`config.mk`:
```
export PLATFORM = sky130hd
export DESIGN_NAME = sd_err_irq_mask
export DESIGN_NICKNAME = d
export VERILOG_FILES = /design/src/logic/sd_err_irq_pkg.sv /design/src/logic/err_latch.sv /design/src/logic/sd_err_irq_mask.sv
export SDC_FILE = /design/constraint.sdc
export NUM_CORES = 1
export LEC_CHECK = 0
export ABC_AREA = 1
export BUFFER_PORTS_ARGS = -buffer_cell sky130_fd_sc_hd__buf_2
export CAP_MARGIN = 10
export CORE_MARGIN = 1.5
export CORE_UTILIZATION = 30
export CTS_CLUSTER_SIZE = 30
export DETAILED_ROUTE_END_ITERATION = 7
export PLACE_DENSITY_LB_ADDON = 0.2
export SKIP_CTS_REPAIR_TIMING = 1
export SLEW_MARGIN = 20
export SYNTH_ARGS = -nofsm -noshare
export SYNTH_HDL_FRONTEND = slang
export SYNTH_SLANG_ARGS = --single-unit
```
`constraint.sdc`:
```
create_clock -name mclk -period 2.9 [get_ports mclk]
set_input_delay 0.145 -clock mclk [delete_from_list [all_inputs] [get_ports mclk]]
set_output_delay 0.145 -clock mclk [all_outputs]
set_load 0.005 [all_outputs]
```
`src/logic/sd_err_irq_pkg.sv`:
```
// Constants and carrier types for the SD host error interrupt signal mask.
// Assumes a 32-bit Avalon-MM register slave clocked by the peripheral bus clock.
package sd_err_irq_pkg;

  localparam int DATA_W = 32;
  localparam int ADDR_W = 4;
  localparam int BE_W = 4;
  localparam int NUM_ERR = 10;
  localparam int LOW_W = 10;
  localparam int RES_W = 6;
  localparam int GAP_W = 5;

  // Byte addresses of the registers.
  localparam logic [3:0] OFS_SIG_EN = 4'h0;
  localparam logic [3:0] OFS_ERR_STAT = 4'h4;
  localparam logic [3:0] OFS_ERR_PEND = 4'h8;

  // Field positions inside the signal enable register.
  localparam int ERR_LSB = 16;
  localparam int ERR_MSB = 25;
  localparam int RES_LSB = 26;
  localparam int SUMMARY_BIT = 15;
  localparam int LOW_MSB = 9;

  // Reset values.
  localparam logic [NUM_ERR-1:0] ERR_EN_RESET = 10'h000;
  localparam logic [LOW_W-1:0] LOW_RESET = 10'h0ff;
  localparam logic [DATA_W-1:0] ZERO_WORD = 32'h0000_0000;

  // Index of each error source inside the ten-bit error field.
  localparam int IDX_CMD_TIMEOUT = 0;
  localparam int IDX_CMD_CRC = 1;
  localparam int IDX_CMD_ENDBIT = 2;
  localparam int IDX_CMD_INDEX = 3;
  localparam int IDX_DATA_TIMEOUT = 4;
  localparam int IDX_DATA_CRC = 5;
  localparam int IDX_DATA_ENDBIT = 6;
  localparam int IDX_CURRENT_LIMIT = 7;
  localparam int IDX_AUTO_STOP = 8;
  localparam int IDX_SG_DMA = 9;

  // Signal enables, in register order from bit 25 down to bit 16.
  typedef struct packed {
    logic sg_dma_err_sig_en;
    logic auto_stop_cmd_err_sig_en;
    logic current_limit_err_sig_en;
    logic data_endbit_err_sig_en;
    logic data_crc_err_sig_en;
    logic data_timeout_err_sig_en;
    logic cmd_index_err_sig_en;
    logic cmd_endbit_err_sig_en;
    logic cmd_crc_err_sig_en;
    logic cmd_timeout_err_sig_en;
  } err_sig_en_t;

  // One-cycle error events from the SD host core, same order as the enables.
  typedef struct packed {
    logic sg_dma;
    logic auto_stop_cmd;
    logic current_limit;
    logic data_endbit;
    logic data_crc;
    logic data_timeout;
    logic cmd_index;
    logic cmd_endbit;
    logic cmd_crc;
    logic cmd_timeout;
  } err_event_t;

  typedef struct packed {
    logic read;
    logic write;
    logic [ADDR_W-1:0] address;
    logic [BE_W-1:0] byteenable;
    logic [DATA_W-1:0] writedata;
  } avmm_req_t;

  typedef struct packed {
    logic waitrequest;
    logic [DATA_W-1:0] readdata;
  } avmm_rsp_t;

  typedef enum logic [1:0] {
    BUS_IDLE = 2'b01,
    BUS_ANSWER = 2'b10
  } bus_state_t;

endpackage

```
`src/logic/err_latch.sv`:
```
// One sticky error status bit with its signal-enable gate.
// Assumes a one-cycle set pulse and a one-cycle clear pulse on mclk.
`timescale 1ns/100ps
module err_latch (
  input wire logic mclk,
  input wire logic rst,
  input wire logic set_pulse,
  input wire logic clear_pulse,
  input wire logic sig_en,
  output logic status_q,
  output logic pend
);

  logic status_d;

  // A new event in the clearing cycle keeps the bit set.
  always_comb begin
    status_d = status_q;
    if (clear_pulse) begin
      status_d = 1'b0;
    end
    if (set_pulse) begin
      status_d = 1'b1;
    end
  end

  always_ff @(posedge mclk) begin
    if (rst) begin
      status_q <= 1'b0;
    end else begin
      status_q <= status_d;
    end
  end

  // The enable gates only the request; the latched status is untouched.
  assign pend = status_d & sig_en;

endmodule // err_latch

```
`src/logic/sd_err_irq_mask.sv`:
```
// Upper half of the SD host interrupt signal enable register, error status latches
// and the interrupt request toward the processor interrupt controller.
// Assumes an Avalon-MM master on mclk and one-cycle error pulses from the SD core.
//
// Decided for this implementation: the Avalon-MM register port and the register offsets.
`timescale 1ns/100ps

module sd_err_irq_mask #(
  parameter int NUM_ERR = sd_err_irq_pkg::NUM_ERR,
  parameter int DATA_W = sd_err_irq_pkg::DATA_W
) (
  input wire logic mclk,
  input wire logic rst,
  input wire sd_err_irq_pkg::avmm_req_t avs_req,
  output sd_err_irq_pkg::avmm_rsp_t avs_rsp,
  input wire sd_err_irq_pkg::err_event_t err_event,
  output logic err_irq_q
);

  // Elaboration checks: the register layout must fill exactly one bus word.
  if (NUM_ERR != sd_err_irq_pkg::NUM_ERR) begin : g_bad_num_err
    $error("NUM_ERR must match the ten error sources of the register");
  end
  if (DATA_W != sd_err_irq_pkg::DATA_W) begin : g_bad_data_w
    $error("DATA_W must be 32");
  end
  if (sd_err_irq_pkg::ERR_MSB - sd_err_irq_pkg::ERR_LSB + 1 != NUM_ERR) begin : g_bad_err_field
    $error("Enable field width must equal the number of error sources");
  end
  if (sd_err_irq_pkg::RES_LSB != sd_err_irq_pkg::ERR_MSB + 1) begin : g_bad_res_field
    $error("Reserved field must sit directly above the enable field");
  end
  if (sd_err_irq_pkg::RES_W != DATA_W - sd_err_irq_pkg::RES_LSB) begin : g_bad_res_w
    $error("Reserved field must reach the top bit of the word");
  end
  if (sd_err_irq_pkg::SUMMARY_BIT != sd_err_irq_pkg::ERR_LSB - 1) begin : g_bad_summary
    $error("Summary flag must sit directly below the enable field");
  end
  if (sd_err_irq_pkg::LOW_W != sd_err_irq_pkg::LOW_MSB + 1) begin : g_bad_low_w
    $error("Low field width must match its top bit");
  end
  if (sd_err_irq_pkg::GAP_W !=
      sd_err_irq_pkg::SUMMARY_BIT - sd_err_irq_pkg::LOW_W) begin : g_bad_gap_w
    $error("Gap between low field and summary flag is inconsistent");
  end
  if ((DATA_W % sd_err_irq_pkg::BE_W) != 0) begin : g_bad_lanes
    $error("Byte enables must split the data word into equal lanes");
  end
  // Overlapping offsets would let one access hit two registers.
  if ((sd_err_irq_pkg::OFS_SIG_EN == sd_err_irq_pkg::OFS_ERR_STAT) ||
      (sd_err_irq_pkg::OFS_SIG_EN == sd_err_irq_pkg::OFS_ERR_PEND) ||
      (sd_err_irq_pkg::OFS_ERR_STAT == sd_err_irq_pkg::OFS_ERR_PEND)) begin : g_bad_offsets
    $error("Register offsets must be distinct");
  end

  // Bus handshake state.
  sd_err_irq_pkg::bus_state_t bus_state_q;
  sd_err_irq_pkg::bus_state_t bus_state_d;
  logic waitrequest_q;
  logic waitrequest_d;
  logic [DATA_W-1:0] readdata_q;
  logic [DATA_W-1:0] readdata_d;

  // Register contents.
  sd_err_irq_pkg::err_sig_en_t sig_en_q;
  sd_err_irq_pkg::err_sig_en_t sig_en_d;
  logic [sd_err_irq_pkg::LOW_W-1:0] low_q;
  logic [sd_err_irq_pkg::LOW_W-1:0] low_d;
  logic err_irq_d;

  // Decode and status wiring.
  logic req_any;
  logic commit;
  logic sel_sig_en;
  logic sel_stat;
  logic sel_pend;
  logic [DATA_W-1:0] be_mask;
  logic [DATA_W-1:0] sig_en_word;
  logic [DATA_W-1:0] sig_en_merged;
  logic [NUM_ERR-1:0] en_vec;
  logic [NUM_ERR-1:0] ev_vec;
  logic [NUM_ERR-1:0] clr_vec;
  logic [NUM_ERR-1:0] stat_vec;
  logic [NUM_ERR-1:0] pend_vec;
  logic low_summary;
  logic wr_sig_en;
  logic wr_stat;
  logic [DATA_W-1:0] stat_word;
  logic [DATA_W-1:0] pend_word;
  logic [DATA_W-1:0] rd_word;

  assign req_any = avs_req.read | avs_req.write;
  // The access takes effect at the edge where the master sees waitrequest low.
  assign commit = req_any & ~waitrequest_q;
  assign sel_sig_en = (avs_req.address == sd_err_irq_pkg::OFS_SIG_EN);
  assign sel_stat = (avs_req.address == sd_err_irq_pkg::OFS_ERR_STAT);
  assign sel_pend = (avs_req.address == sd_err_irq_pkg::OFS_ERR_PEND);

  // Register side effects happen only on the committing edge.
  assign wr_sig_en = commit & avs_req.write & sel_sig_en;
  assign wr_stat = commit & avs_req.write & sel_stat;

  // Expand byte enables into a bit mask.
  localparam int LANE_W = DATA_W / sd_err_irq_pkg::BE_W;
  genvar lane;
  generate
    for (lane = 0; lane < sd_err_irq_pkg::BE_W; lane++) begin : g_be
      assign be_mask[lane*LANE_W +: LANE_W] = {LANE_W{avs_req.byteenable[lane]}};
    end
  endgenerate

  assign low_summary = |low_q;

  // Read image of the signal enable register.
  assign sig_en_word = {
    {sd_err_irq_pkg::RES_W{1'b0}},
    sig_en_q,
    low_summary,
    {sd_err_irq_pkg::GAP_W{1'b0}},
    low_q
  };

  assign sig_en_merged = (sig_en_word & ~be_mask) | (avs_req.writedata & be_mask);

  // Route each enable onto its error source gate.
  always_comb begin
    en_vec = '0;
    en_vec[sd_err_irq_pkg::IDX_SG_DMA] = sig_en_q.sg_dma_err_sig_en;
    en_vec[sd_err_irq_pkg::IDX_AUTO_STOP] = sig_en_q.auto_stop_cmd_err_sig_en;
    en_vec[sd_err_irq_pkg::IDX_CURRENT_LIMIT] = sig_en_q.current_limit_err_sig_en;
    en_vec[sd_err_irq_pkg::IDX_DATA_ENDBIT] = sig_en_q.data_endbit_err_sig_en;
    en_vec[sd_err_irq_pkg::IDX_DATA_CRC] = sig_en_q.data_crc_err_sig_en;
    en_vec[sd_err_irq_pkg::IDX_DATA_TIMEOUT] = sig_en_q.data_timeout_err_sig_en;
    en_vec[sd_err_irq_pkg::IDX_CMD_INDEX] = sig_en_q.cmd_index_err_sig_en;
    en_vec[sd_err_irq_pkg::IDX_CMD_ENDBIT] = sig_en_q.cmd_endbit_err_sig_en;
    en_vec[sd_err_irq_pkg::IDX_CMD_CRC] = sig_en_q.cmd_crc_err_sig_en;
    en_vec[sd_err_irq_pkg::IDX_CMD_TIMEOUT] = sig_en_q.cmd_timeout_err_sig_en;
  end

  assign ev_vec = err_event;

  // Software clears status bits by writing one to them.
  assign clr_vec = wr_stat ?
    (avs_req.writedata[sd_err_irq_pkg::ERR_MSB:sd_err_irq_pkg::ERR_LSB] &
     be_mask[sd_err_irq_pkg::ERR_MSB:sd_err_irq_pkg::ERR_LSB]) : '0;

  genvar src;
  generate
    for (src = 0; src < NUM_ERR; src++) begin : g_err
      err_latch u_latch (
        .mclk(mclk),
        .rst(rst),
        .set_pulse(ev_vec[src]),
        .clear_pulse(clr_vec[src]),
        .sig_en(en_vec[src]),
        .status_q(stat_vec[src]),
        .pend(pend_vec[src])
      );
    end
  endgenerate

  // Read images of the status and pending registers; pending shows status under its enable.
  assign stat_word = {
    {sd_err_irq_pkg::RES_W{1'b0}},
    stat_vec,
    {sd_err_irq_pkg::ERR_LSB{1'b0}}
  };
  assign pend_word = {
    {sd_err_irq_pkg::RES_W{1'b0}},
    stat_vec & en_vec,
    {sd_err_irq_pkg::ERR_LSB{1'b0}}
  };

  // Writes and unmapped addresses answer with a zero word.
  always_comb begin
    rd_word = sd_err_irq_pkg::ZERO_WORD;
    if (avs_req.read & sel_sig_en) begin
      rd_word = sig_en_word;
    end
    if (avs_req.read & sel_stat) begin
      rd_word = stat_word;
    end
    if (avs_req.read & sel_pend) begin
      rd_word = pend_word;
    end
  end

  // Bus handshake: one wait cycle, then one cycle with waitrequest low.
  // Both answer signals come from flops, so the master sees a clean one-cycle window.
  always_comb begin
    bus_state_d = bus_state_q;
    waitrequest_d = 1'b1;
    readdata_d = readdata_q;
    unique case (bus_state_q)
      sd_err_irq_pkg::BUS_IDLE: begin
        if (req_any) begin
          bus_state_d = sd_err_irq_pkg::BUS_ANSWER;
          waitrequest_d = 1'b0;
          readdata_d = rd_word;
        end
      end
      sd_err_irq_pkg::BUS_ANSWER: begin
        bus_state_d = sd_err_irq_pkg::BUS_IDLE;
        waitrequest_d = 1'b1;
      end
      default: begin
        bus_state_d = sd_err_irq_pkg::BUS_IDLE;
        waitrequest_d = 1'b1;
      end
    endcase
  end

  always_ff @(posedge mclk) begin
    if (rst) begin
      bus_state_q <= sd_err_irq_pkg::BUS_IDLE;
      waitrequest_q <= 1'b1;
      readdata_q <= sd_err_irq_pkg::ZERO_WORD;
    end else begin
      bus_state_q <= bus_state_d;
      waitrequest_q <= waitrequest_d;
      readdata_q <= readdata_d;
    end
  end

  // Register writes to the signal enable register.
  always_comb begin
    sig_en_d = sig_en_q;
    low_d = low_q;
    if (wr_sig_en) begin
      sig_en_d = sig_en_merged[sd_err_irq_pkg::ERR_MSB:sd_err_irq_pkg::ERR_LSB];
      low_d = sig_en_merged[sd_err_irq_pkg::LOW_MSB:0];
    end
  end

  always_ff @(posedge mclk) begin
    if (rst) begin
      sig_en_q <= sd_err_irq_pkg::ERR_EN_RESET;
      low_q <= sd_err_irq_pkg::LOW_RESET;
    end else begin
      sig_en_q <= sig_en_d;
      low_q <= low_d;
    end
  end

  // Interrupt request from next-state status, gated by the current enables.
  always_comb begin
    err_irq_d = |pend_vec;
  end

  always_ff @(posedge mclk) begin
    if (rst) begin
      err_irq_q <= 1'b0;
    end else begin
      err_irq_q <= err_irq_d;
    end
  end

  assign avs_rsp.waitrequest = waitrequest_q;
  assign avs_rsp.readdata = readdata_q;

endmodule // sd_err_irq_mask

```
==> results.py <==
metrics = {
    "synth": {
        "syn_area_um2": 2460,
        "synth_ff_type": "dfxtp_1",
        "yosys-top-cells-area": "dfxtp_1, nand2_1, a21oi_1, inv_1, o21ai_0",
        "synth_edf_count": 0,
        "synthCells": 344,
        "ys_ff_latch": 55,
        "synth_top_area_share_pct": 44.8,
        "synthDistinctLibCells": 22,
        "syn_avg_cell_area_um2": 7.15,
        "synth_top_area_cell": "dfxtp_1",
        "ys_warn_count": 0,
        "seq_area_frac_synth_pct": 44.8,
        "synth.most_common_cell": "nand2_1",
        "synth_commonest_cells": "nand2_1, dfxtp_1, inv_1",
        "async_flop_share_pct": 0,
    },
    "setup_path": {
        "critPathSlowestCell": "nor2_1",
        "crit_path_cell_trace": "inv_1 -> nor3_2 -> buf_4 -> inv_1 -> nor2_1 -> nand2_1 -> a21oi_1",
        "cp_num_buf_inv": 3,
        "ff2ff_setup_slack_ns": 0.90,
        "rr_startpoint": "bus_state_q[0]",
        "slowest_delay_ns": 0.63,
        "cp_max_fo": 21,
        "crit_family": "simple AND/OR/NAND/NOR gates",
        "end_kind": "flip-flop",
        "start_kind": "flip-flop",
        "cp.arrival_ns": 2.24,
        "crit_type": "flip-flop to flip-flop",
        "r2r_end": "readdata_q[7]",
        "required_ns": 3.14,
        "rr_worst_depth": 7,
        "crit_path_frequent_cell": "inv_1",
    },
    "timing": {
        "fin_tns_setup_ns": 0,
        "min_period_ns": 2.00,
        "drv_slew": 0,
        "fin_crit_sh_pct": 68.8,
        "fmax_mhz": 501,
        "rsz0062_at_grt": "no",
        "setup_viol": 0,
        "slew_headroom_pct": 46.0,
        "tightest_slew_ns": 0.809,
        "clock_skew_ns": 0.00691,
        "final-hold-violation-count": 0,
        "fin_ws_ns": 0.904,
    },
    "clocking": {
        "numClockSinks": 55,
        "root_buffer": "clkbuf_8",
        "clockBufferDepth": 2,
        "clk_latency_ns": 0.31,
        "cts_tree": "done",
        "clk_pin_slew_ns": 0.10,
        "cts_made_buffers": 5,
        "cts_max_level": 2,
    },
    "pwr": {
        "comb_power_share_pct": 10.9,
        "p_leak_nw": 1.37,
        "total_power_w": 0.00147,
        "p_sw_w": 0.000365,
        "clockPowerShare_pct": 34.5,
        "ir_worst_vdd_uv": 202,
        "switching_share_pct": 24.8,
        "internal_power_w": 0.00111,
        "pwr-share-seq_pct": 54.6,
        "power.density_nw_per_um2": 503,
    },
    "routing": {
        "routed_wl_mm": 6.35,
        "vias": 2313,
        "vias_per_cell": 4.58,
        "antenna_left": 0,
        "drtPass1Iterations": 5,
        "wl_per_cell_um": 12.6,
        "drt-initial-drc-count": 104,
        "drcViolationCount": 0,
    },
    "layout": {
        "syn2layout_area_growth_pct": 18.8,
        "fin_nets": 456,
        "finalNonFillerCells": 505,
        "ff_latch_area_um2": 1100,
        "insertedDiodeCount": 0,
        "drive_gt1_share_pct": 20.3,
        "fillers": 882,
        "multi_input_area_um2": 1070,
        "design_area_um2": 2920,
    },
    "run": {
        "maxCapViolations": 0,
    },
    "global_routing": {
        "grt-ovfl-total": 0,
        "grt_pass1_vias": 2225,
        "grt_use_total_pct": 15.2,
        "grt_antenna_before_repair": 0,
        "grt_pass1_wl_mm": 10.4,
        "grt_max_degree": 30,
    },
    "floorplanning": {
        "die_x_um": 93.6,
        "dieHeight_um": 93.6,
        "core_area_um2": 7850,
        "dieArea_um2": 8750,
        "ioPinCount": 88,
        "rows": 32,
        "initial_core_util_pct": 31.3,
    },
    "placement": {
        "place_area_um2": 2810,
        "dp_hpwl_mm": 4.52,
        "post-place-ws_ns": 0.752,
        "placed_cells": 497,
        "port_buffers": 64,
        "routabilityCongestion": 0.794,
    },
    "worst_hold_path": {
        "hold_start": "avs_req[1]",
        "holdPathStages": 3,
        "min_path_type": "input port to flip-flop",
    },
    "run_status": {
        "outcome": "finished clean",
    },
}
-- area by class of cell --
type | instances | share of cell area, %
tap | 102 | 4.37
clock buffer | 5 | 2.35
multi-input combinational | 229 | 36.5
timing repair buffer | 69 | 12.2
inverter | 42 | 5.39
sequential | 55 | 37.7
clock inverter | 3 | 1.50
-- worst min-delay path: cells and delay by family --
kind,cells,cell delay (ns)
simple gates,2,0.09
buf+inv,1,0.08
-- layout by cell type, fill, tap and decap left out, types with 3 or more instances in the layout --
master and instances:
a211oi_1 6, a21oi_1 38, a31oi_1 10, buf_2 64, buf_4 5, clkbuf_8 5, conb_1 11, dfxtp_1 55
inv_1 41, nand2_1 86, nand3_1 23, nand3b_1 4, nand4_1 3, nor2_1 15, o21ai_0 27
-- power groups by stage --
stage                     clock (W)  combinational (W)  sequential [W]
after floorplan                   0          0.0000998        0.000819
after global placement            0           0.000159        0.000820
after detailed placement          0           0.000162        0.000820
after CTS                  0.000527           0.000162        0.000803
after global routing       0.000560           0.000184        0.000808
final                      0.000507           0.000160        0.000803
-- worst max path at each step --
stage,startpoint,slack (ns),depth (start not counted),to
floorplan,waitrequest_q,1.70,11,err_irq_q
global placement,avs_req[41],0.80,8,readdata_q[2]
detailed placement,avs_req[41],0.75,8,readdata_q[7]
CTS,bus_state_q[0],0.85,7,readdata_q[7]
global route,bus_state_q[0],0.64,7,readdata_q[7]
finish,bus_state_q[0],0.90,7,readdata_q[7]
-- stage by stage --
step / hold slack, ns / util [%]
floorplan: 0.258 / -
global placement: 0.352 / 35.8
detailed placement: 0.353 / 35.8
CTS: 0.0202 / 37.2
global route: 0.0195 / 37.2
finish: 0.0324 / 37.2
-- cells by family (layout without fill, tap and decap cells) --
group	Yosys count	count (layout)	synth area share [%]
AO/OA/AOI/OAI	81	81	17.6
buffers and inverters	70	119	13.4
flip-flops	55	55	44.8
other	1	11	0.152
AND/OR/NAND/NOR	137	137	24.1
-- routing by layer --
| layer | wire [um] | up-vias | GRT usage (%) |
|---|---|---|---|
| met3 | 292 | 6 | 3.17 |
| met5 | 0 | - | 0 |
| met2 | 3050 | 57 | 25.1 |
| met4 | 64 | 0 | 3.86 |
| li1 | - | 1211 | - |
| met1 | 2950 | 1039 | 20.0 |
(Power assumes the default switching activity.)
